**src/rtl/sidbc_regs.svh**
```systemverilog
`ifndef SIDBC_REGS_SVH
`define SIDBC_REGS_SVH

// Register indices on the serial bus
`define SIDBC_IDX_REV_MAKER   8'h05
`define SIDBC_IDX_CLASS_PART  8'h06
`define SIDBC_IDX_RB_LEN      8'h07

// Readback-length field layout and reset value
`define SIDBC_RB_LEN_MSB      4
`define SIDBC_RB_LEN_RESET    5'h08
`define SIDBC_RB_RSVD_ZERO    3'h0

// Class code for a fanout-only buffer without a PLL
`define SIDBC_CLASS_FANOUT    2'h3

// Byte framing
`define SIDBC_BITS_PER_BYTE   4'h8
`define SIDBC_LAST_TX_BIT     4'h7
`define SIDBC_IDLE_BYTE       8'hff
`define SIDBC_UNMAPPED_BYTE   8'h00

// Write phases: index byte, count byte, data bytes
`define SIDBC_PH_INDEX        2'h0
`define SIDBC_PH_COUNT        2'h1
`define SIDBC_PH_DATA         2'h2

`endif

```
**src/rtl/sidbc_pkg.sv**
```systemverilog
package sidbc_pkg;

  typedef logic [7:0] sidbc_byte_t;
  typedef logic [4:0] sidbc_len_t;

  typedef enum logic [2:0] {
    ST_IDLE,
    ST_ADDR,
    ST_ACK,
    ST_RX,
    ST_TX,
    ST_RACK
  } sidbc_state_t;

  typedef struct packed {
    sidbc_state_t st;
    logic         scl_q;
    logic         sda_q;
    sidbc_byte_t  shift;
    logic [3:0]   bitcnt;
    logic         rw;
    logic [1:0]   phase;
    sidbc_byte_t  idx;
    logic [5:0]   sent;
    logic         hack;
    logic         oe_b;
    logic         sda_out;
    logic         wr_en;
    sidbc_byte_t  wr_addr;
    sidbc_byte_t  wr_data;
  } sidbc_eng_t;

  typedef struct packed {
    sidbc_len_t  len;
    sidbc_byte_t rdata;
  } sidbc_bank_t;

endpackage : sidbc_pkg

```
**src/rtl/sidbc_bank.sv**
```systemverilog
`timescale 1ns/1ns
`include "sidbc_regs.svh"

module sidbc_bank #(
  parameter logic [3:0] REV_ID     = 4'h2,                 // Arbitrary value
  parameter logic [3:0] MAKER_ID   = 4'h5,                 // Arbitrary value
  parameter logic [1:0] CLASS_CODE = `SIDBC_CLASS_FANOUT,
  parameter logic [5:0] PART_ID    = 6'h15                 // Arbitrary value
) (
  input  wire logic                CLOCK,
  input  wire logic                RST_B,
  input  wire logic                wr_en,
  input  wire sidbc_pkg::sidbc_byte_t wr_addr,
  input  wire sidbc_pkg::sidbc_byte_t wr_data,
  input  wire sidbc_pkg::sidbc_byte_t rd_addr,
  output sidbc_pkg::sidbc_byte_t   rd_data,
  output sidbc_pkg::sidbc_len_t    rb_len
);
  import sidbc_pkg::*;

  sidbc_bank_t r_q;
  sidbc_bank_t r_d;

  always_comb begin
    r_d = r_q;
    // Only the length field takes writes; identity bytes and reserved bits ignore them
    if (wr_en && wr_addr == `SIDBC_IDX_RB_LEN) begin
      r_d.len = wr_data[`SIDBC_RB_LEN_MSB:0];
    end
    case (rd_addr)
      `SIDBC_IDX_REV_MAKER:  r_d.rdata = {REV_ID, MAKER_ID};
      `SIDBC_IDX_CLASS_PART: r_d.rdata = {CLASS_CODE, PART_ID};
      `SIDBC_IDX_RB_LEN:     r_d.rdata = {`SIDBC_RB_RSVD_ZERO, r_q.len};
      default:               r_d.rdata = `SIDBC_UNMAPPED_BYTE;
    endcase
  end

  always_ff @(posedge CLOCK or negedge RST_B) begin
    if (!RST_B) begin
      r_q.len   <= `SIDBC_RB_LEN_RESET;
      r_q.rdata <= `SIDBC_UNMAPPED_BYTE;
    end else begin
      r_q <= r_d;
    end
  end

  assign rd_data = r_q.rdata;
  assign rb_len  = r_q.len;

endmodule : sidbc_bank

```
**src/rtl/sidbc_top.sv**
```systemverilog
// Notes on behaviour
// - Index 5 reads revision and maker nibbles.
// - Index 6 reads class code and part code.
// - Class code is constant, 11 means fanout.
// - Index 7 holds five-bit length, top reserved.
// - Written length sets later block read size.
// - Length resets to eight bytes.
// - Block read sends count, then consecutive bytes.
`timescale 1ns/1ns
`include "sidbc_regs.svh"

module sidbc_top #(
  parameter logic [6:0] SLAVE_ADDR = 7'h2c,
  parameter logic [3:0] REV_ID     = 4'h2,    // Arbitrary value
  parameter logic [3:0] MAKER_ID   = 4'h5,    // Arbitrary value
  parameter logic [5:0] PART_ID    = 6'h15    // Arbitrary value
) (
  input  wire logic             CLOCK,
  input  wire logic             RST_B,
  input  wire logic             SCL,
  input  wire logic             SDA_IN,
  output logic                  SDA_OUT,
  output logic                  SDA_OE_B,
  output sidbc_pkg::sidbc_len_t READBACK_LEN
);
  import sidbc_pkg::*;

  sidbc_eng_t  r_q;
  sidbc_eng_t  r_d;
  sidbc_byte_t rd_data;
  sidbc_len_t  rb_len;
  logic        scl_rise;
  logic        scl_fall;
  logic        start_seen;
  logic        stop_seen;

  // Open-drain: releasing the line is the same as sending a one
  function automatic logic drive_bit(input sidbc_byte_t b);
    drive_bit = b[7];
  endfunction : drive_bit

  // Ones fill in behind, so an exhausted shifter leaves the line free
  function automatic sidbc_byte_t shift_up(input sidbc_byte_t b);
    shift_up = {b[6:0], 1'b1};
  endfunction : shift_up

  // Index wraps at eight bits; high indices read as unmapped
  function automatic sidbc_byte_t next_idx(input sidbc_byte_t i);
    next_idx = i + 8'h01;
  endfunction : next_idx

  function automatic sidbc_byte_t count_byte(input sidbc_len_t n);
    count_byte = {`SIDBC_RB_RSVD_ZERO, n};
  endfunction : count_byte

  function automatic logic more_data(input logic [5:0] sent, input sidbc_len_t n);
    more_data = (sent < {1'b0, n});
  endfunction : more_data

  function automatic logic addr_hit(input sidbc_byte_t b, input logic [6:0] a);
    addr_hit = (b[7:1] == a);
  endfunction : addr_hit

  // SDA moving while SCL is high on both samples is a start or a stop
  function automatic logic sda_edge(input logic c, input logic c_q, input logic s_q,
                                    input logic s);
    sda_edge = c & c_q & (s_q != s);
  endfunction : sda_edge

  sidbc_bank #(
    .REV_ID     (REV_ID),
    .MAKER_ID   (MAKER_ID),
    .CLASS_CODE (`SIDBC_CLASS_FANOUT),
    .PART_ID    (PART_ID)
  ) u_sidbc_bank (
    .CLOCK   (CLOCK),
    .RST_B   (RST_B),
    .wr_en   (r_q.wr_en),
    .wr_addr (r_q.wr_addr),
    .wr_data (r_q.wr_data),
    .rd_addr (r_q.idx),
    .rd_data (rd_data),
    .rb_len  (rb_len)
  );

  // Pins are synchronous to CLOCK; edges seen against last sample
  assign scl_rise   = SCL & ~r_q.scl_q;
  assign scl_fall   = ~SCL & r_q.scl_q;
  assign start_seen = sda_edge(SCL, r_q.scl_q, r_q.sda_q, SDA_IN) & ~SDA_IN;
  assign stop_seen  = sda_edge(SCL, r_q.scl_q, r_q.sda_q, SDA_IN) & SDA_IN;

  always_comb begin
    r_d         = r_q;
    r_d.scl_q   = SCL;
    r_d.sda_q   = SDA_IN;
    r_d.wr_en   = 1'b0;
    r_d.sda_out = 1'b0;
    if (start_seen) begin
      // Repeated start keeps the index so a read follows the written one
      r_d.st     = ST_ADDR;
      r_d.bitcnt = 4'h0;
      r_d.phase  = `SIDBC_PH_INDEX;
      r_d.oe_b   = 1'b1;
    end else if (stop_seen) begin
      r_d.st   = ST_IDLE;
      r_d.oe_b = 1'b1;
    end else begin
      case (r_q.st)
        ST_IDLE: begin
          r_d.oe_b = 1'b1;
        end
        ST_ADDR, ST_RX: begin
          if (scl_rise) begin
            r_d.shift  = {r_q.shift[6:0], SDA_IN};
            r_d.bitcnt = r_q.bitcnt + 4'h1;
          end else if (scl_fall && r_q.bitcnt == `SIDBC_BITS_PER_BYTE) begin
            r_d.bitcnt = 4'h0;
            if (r_q.st == ST_ADDR) begin
              if (addr_hit(r_q.shift, SLAVE_ADDR)) begin
                r_d.rw   = r_q.shift[0];
                r_d.oe_b = 1'b0;
                r_d.st   = ST_ACK;
              end else begin
                r_d.st = ST_IDLE;
              end
            end else begin
              // Every received byte is acknowledged, mapped or not
              r_d.oe_b = 1'b0;
              r_d.st   = ST_ACK;
              case (r_q.phase)
                `SIDBC_PH_INDEX: begin
                  r_d.idx   = r_q.shift;
                  r_d.phase = `SIDBC_PH_COUNT;
                end
                `SIDBC_PH_COUNT: begin
                  r_d.phase = `SIDBC_PH_DATA;
                end
                default: begin
                  r_d.wr_en   = 1'b1;
                  r_d.wr_addr = r_q.idx;
                  r_d.wr_data = r_q.shift;
                  r_d.idx     = next_idx(r_q.idx);
                end
              endcase
            end
          end
        end
        ST_ACK: begin
          if (scl_fall) begin
            r_d.bitcnt = 4'h0;
            if (r_q.rw) begin
              // Count byte goes first on every block read
              r_d.shift = count_byte(rb_len);
              r_d.sent  = 6'h00;
              r_d.oe_b  = drive_bit(count_byte(rb_len));
              r_d.st    = ST_TX;
            end else begin
              r_d.oe_b = 1'b1;
              r_d.st   = ST_RX;
            end
          end
        end
        ST_TX: begin
          if (scl_fall) begin
            if (r_q.bitcnt == `SIDBC_LAST_TX_BIT) begin
              r_d.oe_b   = 1'b1;
              r_d.bitcnt = 4'h0;
              r_d.st     = ST_RACK;
            end else begin
              r_d.shift  = shift_up(r_q.shift);
              r_d.oe_b   = drive_bit(shift_up(r_q.shift));
              r_d.bitcnt = r_q.bitcnt + 4'h1;
            end
          end
        end
        ST_RACK: begin
          if (scl_rise) begin
            r_d.hack = ~SDA_IN;
          end else if (scl_fall) begin
            if (r_q.hack) begin
              r_d.st = ST_TX;
              // Beyond the programmed length the line is left released
              if (more_data(r_q.sent, rb_len)) begin
                r_d.shift = rd_data;
                r_d.oe_b  = drive_bit(rd_data);
                r_d.idx   = next_idx(r_q.idx);
                r_d.sent  = r_q.sent + 6'h01;
              end else begin
                r_d.shift = `SIDBC_IDLE_BYTE;
                r_d.oe_b  = 1'b1;
              end
            end else begin
              // Host not-acknowledge ends the read; wait for stop
              r_d.st = ST_IDLE;
            end
          end
        end
        default: begin
          r_d.st   = ST_IDLE;
          r_d.oe_b = 1'b1;
        end
      endcase
    end
  end

  always_ff @(posedge CLOCK or negedge RST_B) begin
    if (!RST_B) begin
      r_q         <= '0;
      r_q.st      <= ST_IDLE;
      r_q.scl_q   <= 1'b1;
      r_q.sda_q   <= 1'b1;
      r_q.oe_b    <= 1'b1;
      r_q.phase   <= `SIDBC_PH_INDEX;
    end else begin
      r_q <= r_d;
    end
  end

  assign SDA_OUT      = r_q.sda_out;
  assign SDA_OE_B     = r_q.oe_b;
  assign READBACK_LEN = rb_len;

endmodule : sidbc_top

```
**config.mk**
```make
export PLATFORM = sky130hd
export DESIGN_NAME = sidbc_top
export DESIGN_NICKNAME = d
export VERILOG_FILES = /design/src/rtl/sidbc_pkg.sv /design/src/rtl/sidbc_bank.sv /design/src/rtl/sidbc_top.sv
export VERILOG_INCLUDE_DIRS = /design/src /design/src/rtl
export SDC_FILE = /design/constraint.sdc
export NUM_CORES = 1
export LEC_CHECK = 0
export BUFFER_PORTS_ARGS = -buffer_cell sky130_fd_sc_hd__buf_2
export CORE_ASPECT_RATIO = 0.9
export CORE_UTILIZATION = 60
export DETAILED_ROUTE_END_ITERATION = 10
export PLACE_DENSITY = 0.78
export SYNTH_ARGS = -nofsm -noshare
export SYNTH_HDL_FRONTEND = slang
export SYNTH_SLANG_ARGS = --single-unit
```
**constraint.sdc**
```tcl
create_clock -name CLOCK -period 6.2 [get_ports CLOCK]
set_input_delay 1.24 -clock CLOCK [delete_from_list [all_inputs] [get_ports CLOCK]]
set_output_delay 1.24 -clock CLOCK [all_outputs]
set_load 0.01 [all_outputs]
```
# Yosys cells after proc, flatten, opt, wreduce, memory -nomap -nowiden
# Index checks and enable logic that the tools add are counted.
totals:
  ff_bits: 66
  inputBits: 4
  output_inout_bits: 7
  elab_cells: 171
classes:
  addsub: 3
  order_cmp: 1
  eq_ne: 43
  mux: 71
  n_bitwise: 14
  reduce_logical: 23
ops:
  columns: ["op", "count"]
  rows:
  - ["$mux 17", 7]
  - ["$mux 14", 4]
  - ["$mux 8", 7]
  - ["$mux 3", 13]
  - ["$ne 4x4->1 const B", 9]
  - ["$eq 8x3->1 const B", 4]
  - ["$pmux 8 s2", 2]
  - ["$pmux 8 s4", 1]
  - ["$ne 2x2->1 const B", 15]
  - ["$mux 12", 2]
  - ["$pmux 8 s3", 1]
  - ["$mux 22", 1]
  - ["$reduce_and 11->1", 2]
  - ["$mux 1", 18]
  - ["$reduce_and 8->1", 2]
  - ["$mux 15", 1]
  - ["$pmux 3 s5", 1]
  - ["$reduce_and 7->1", 2]
  - ["$mux 4", 3]
  - ["$mux 6", 2]
  - ["$pmux 4 s3", 1]
  - ["$pmux 6 s2", 1]
  - ["$mux 11", 1]
  - ["$mux 10", 1]
  - ["31 further kinds", 54]

# Longest topological paths before layout
logic_depth:
  depth_word: 9
  depth_mapped: 8

# By module
# Synthesis repeated with hierarchy kept, for this count alone.
hier_totals:
  hier_cells: 380
  area_unflattened_um2: 3796.1
by_module_without_submodules:
  columns: ["mod", "n_inst", "cells_per_inst", "area_each_um2", "seq_area_each_um2"]
  rows:
  - ["sidbc_top", 1, 343, 3294.4, 1330.0]
  - ["sidbc_bank", 1, 37, 501.7, 301.5]

# Worst setup path before layout
# Ideal clock, no wire load.
synth_path:
  path_type: "input to register"
  startpoint: "input port SCL"
  endpoint: "register r_q[10] (netlist bit)"
  arrival_ns: 2.686
  required_time_ns: 6.075
  slack_ns: 3.389
  cell_stages: 8
  path_buffers: 4
  path_cell_list: "buf_6 -> nand2b_1 -> buf_6 -> nor3_2 -> and3_1 -> buf_2 -> buf_4 -> mux2_2"
synth_via:
  elab_chain_len: 5
  elab_cells_between_ends: 12
synth_rtl:
  columns: ["item", "line_no", "rtl"]
  rows:
  - ["start, declared", "sidbc_top.sv:20", "input wire logic SCL,"]
  - ["$and 1x1->1 (2 in series)", "sidbc_top.sv:67", "sda_edge = c & c_q & (s_q != s);"]
  - ["$and 1x1->1 (on tied branches)", "sidbc_top.sv:90, sidbc_top.sv:89", null]
  - ["$not 1->1 (no source line)", null, null]
  - ["$reduce_and 7->1 (no source line) *", null, null]
  - ["end signal, assigned", "sidbc_top.sv:215", "r_q <= r_d;"]
  - ["end, declared", "sidbc_top.sv:28", "sidbc_eng_t r_q;"]
# Mark *: on every way between the ends. The rest lies on a longest branch, timed or not.
# A chain may end at the register's enable or synchronous reset.

# Worst setup path in the final report
layout_path:
  startpoint: "register r_q[53] (netlist bit)"
  endpoint: "register r_q[31] (netlist bit)"
layout_via:
  elab_chain_len: 4
  elab_cells_between_ends: 15
layout_rtl:
  columns: ["item", "line_no", "rtl"]
  rows:
  - ["$eq 3x1->1 or $eq 3x2->1 (tied branches)", "sidbc_top.sv:108, sidbc_top.sv:118", null]
  - ["$reduce_or 2->1", "sidbc_top.sv:108", "case (r_q.st)"]
  - ["$ne 2x2->1 (no source line) or $reduce_bool 2->1 (tied branches)", null, null]
  - ["$reduce_and 11->1 (no source line)", null, null]
# Parallel ways exist; a longest one is shown, timed or not.

==> results.toml <==
[power]
cellPowerDensity_nw_per_um2 = 264
ir_drop_uv = 284
leak_pwr_nw = 1.65
p_total_w = 0.00101

[clock_network]
cts_resized = 0
tritoncts = "built"
clock_tree.root_cell = "clkbuf_8"
cts-hold-fix-buffers = 0
post_cts_buffers = 0
clkSinkCount = 62
clk_latency_ns = 0.35
clk_pin_slew_worst_paths_ns = 0.07
cts-root-to-sink-buffers = 2
htree_levels = 3
cts_inserted_buffers = 9

[setup_path]
crit_arrival_ns = 3.24
critical_path_buf_inv_count = 0
cell_breakdown_of_the_critical_path = "nand3b_1 > a21oi_1 > a21o_1 > nor2_1 > a2bb2oi_1"
crit_path_start_kind = "flip-flop"
critical_path_peak_fanout = 32
critical_path_class = "flip-flop to flip-flop"
timing.rr.end = "r_q[31]$_DFFE_PN0P_"
worst_path_max_delay_cell = "dfrtp_1"
endpoint = "r_q[31]$_DFFE_PN0P_"
critPathMaxStageDelay_ns = 0.92
path_depth = 5
r2r_setup_slack_ns = 3.22
reg2reg_from = "r_q[53]$_DFFE_PN0P_"
worst-endpoint-required_ns = 6.46
path_delay_family = "compound AO/OA/AOI/OAI gates"
endpoint_kind_of_the_worst_setup_timing_path = "flip-flop"
timing.critical_path.from = "r_q[53]$_DFFE_PN0P_"
worst_r2r_path_depth = 5

[detailed_routing]
drt-wirelength-per-cell_um = 18.0
route.detailed.vias_per_inst = 6.45
number_of_vias_in_the_routed_layout = 2910
drt_wl_total_mm = 8.11
detailedRoute.firstPassIterationCount = 8
ant_nets = 0
post-route-drc-count = 2
dr.first_iter.drc_count = 222

[timing]
max_clock_freq_mhz = 336
final-setup-viol-count = 0
period_minus_slack_ns = 2.98
report.final.slew_viol_count = 0
fin_worst_skew_ns = 0.00808
hold_viol = 0
finalWorstSetupSlack_ns = 3.22
fin_setup_tns_ns = 0
max_slew_margin = 0.383
grt_setup_unrepaired = "false"
timing_worst_slew_pin_value_ns = 0.918
fin_crit_sh = 0.480

[final_layout]
finish.net_count = 390
layout-area-overhead-vs-synth_pct = 6.09
final_cell_mix = "58 x dfrtp_1, 28 x nand2_1, 27 x o21ai_0"
post_route_cells_drive_above_1_share = 0.139
nFillCells = 447
most_common_library_cell_in_the_layout_ignoring_fill_and_taps = "dfrtp_1"
diode_insertion_count_for_antenna_repair = 0

[synthesis]
syn_inst = 377
synth.top_cell.area_share = 0.401
synthFlopType = "dfrtp_1"
yosys_warnings = 0
muxShareOfSynthArea = 0.0650
ys_async_sr_fraction = 1.00
ys_ff_latch = 62
synth-simple-area-share = 0.217
synth_fp_nets = 391
synth-adder-area-share = 0.0346
synth_area_leader_cell = "dfrtp_1"
post_synth_num_cell_types = 63
post_synth_xor_area_fraction = 0.00242
synth-compound-area-share = 0.204
synth_edf_count = 0
netlist_area_um2 = 3620
largest_family_of_logic_cells_by_synthesized_area = "simple AND/OR/NAND/NOR gates"
post_synth.cell_area_avg_um2 = 9.60
ys_seq_area_frac = 0.430
top_cells_by_area_in_the_synthesized_netlist = "dfrtp_1 40%, mux2_2 4.7%, o21ai_0 3.7%"

[global_routing]
first_pass_grt_wire_length_mm = 13.0
global_route.usage.total = 0.272
vias_in_the_first_global_route = 2527
number_of_antenna_violations_at_the_first_check_in_global_routing = 0
grt_max_degree = 63
grt_remaining_overflow = 0

[die]
chipWidth_um = 83.9
die_height_um = 75.7
placeableCoreArea_um2 = 5760
overall_die_area_um2 = 6350
floorplan.initialDensity = 0.628
design.portCount = 11
floorplan.rows = 26

[placed_design]
post-place-ws_ns = 2.97
port_buffers = 9
gp_routability_congestion = 0.963
hpwl_mm = 5.62

[outcome]
status = "complete, but fails checks"
failed_checks = "DRC"

[run]
maxCapViolCount = 0

[worst_hold_path]
tightest_hold_check_type = "flip-flop to flip-flop"
## cells in the mapped netlist, types with 3 or more instances
cell type	n
o221ai_1	5
a21o_1	5
or3_1	3
nand2_1	28
nor3_1	6
nor4_1	3
and3_1	7
nand3b_1	6
nor3b_1	9
o31ai_1	9
and3b_1	3
nand2b_1	8
and2_1	7
o21ai_1	4
dfrtp_1	58
a31oi_1	6
o21ai_0	27
o21bai_1	3
nand3_1	17
clkbuf_1	10
mux2_1	5
buf_6	3
nor2_1	21
dfstp_2	4
a211oi_1	3
mux2_2	15
buf_2	6
inv_1	12
a21oi_1	21
ha_1	10
nor2b_1	7
o211ai_1	5
## metrics by stage
step | std cells | instance area [um2] | hold WS, ns | utilization
after floorplan | 377 | 3620 | 0.446 | -
after global placement | 435 | 3640 | 0.476 | 0.632
after detailed placement | 435 | 3640 | 0.485 | 0.632
after CTS | 451 | 3840 | 0.505 | 0.667
after global routing | 451 | 3840 | 0.517 | 0.667
final | 451 | 3840 | 0.497 | 0.667
## flip-flops by register name, summed over array words and instances, names as in the netlist
name                  flops
u_sidbc_bank.rd_data      7
r_q                      49
SDA_OE_B                  1
u_sidbc_bank.rb_len       5
## report_power, final
group | switching [W] | internal (W)
logic | 0.0000807 | 0.0000690
clock network | 0.000163 | 0.000199
registers | 0.0000602 | 0.000441
## kinds of logic after synthesis
group,Yosys count
AND/OR/NAND/NOR,139
XOR/XNOR,1
other,1
adder cells (fa/ha/maj),10
multiplexers,21
flip-flops,62
buffers and inverters,34
AO/OA/AOI/OAI,109
## area by class of cell
cell class | instances | area (um2) | area share
Clock buffer | 12 | 145 | 0.0378
Clock inverter | 4 | 55.1 | 0.0143
Inverter | 12 | 45.0 | 0.0117
Sequential cell | 62 | 1560 | 0.405
Multi-Input combinational cell | 281 | 1900 | 0.494
Tap cell | 70 | 87.6 | 0.0228
Timing Repair Buffer | 10 | 52.6 | 0.0137
## worst min path at each step
stage	cells past startpoint	start	endpoint
3_3_place_gp	2	r_q[1]$_DFFE_PN0P_	u_sidbc_bank.rb_len[1]$_DFFE_PN0P_
3_5_place_dp	2	r_q[3]$_DFFE_PN0P_	u_sidbc_bank.rb_len[3]$_DFFE_PN1P_
2_1_floorplan	2	r_q[1]$_DFFE_PN0P_	u_sidbc_bank.rb_len[1]$_DFFE_PN0P_
6_report	2	r_q[4]$_DFFE_PN0P_	u_sidbc_bank.rb_len[4]$_DFFE_PN0P_
4_1_cts	1	r_q[13]$_DFFE_PN0P_	r_q[13]$_DFFE_PN0P_
5_1_grt	1	r_q[13]$_DFFE_PN0P_	r_q[13]$_DFFE_PN0P_
## worst min-delay path: cells and delay by family (launching register included)
kind	cells	cell delay, ns
AO/OA/AOI/OAI	1	0.06
flip-flops	1	0.35
AND/OR/NAND/NOR	1	0.05
## metal layers
| metal | global-route usage | vias to the layer above | wire [um] |
|---|---|---|---|
| met1 | 0.408 | 1394 | 3920 |
| met3 | 0.0585 | 12 | 597 |
| li1 | - | 1381 | - |
| met2 | 0.399 | 123 | 3500 |
| met4 | 0.0843 | 0 | 91 |
| met5 | 0 | - | 0 |
(Power assumes the default switching activity.)
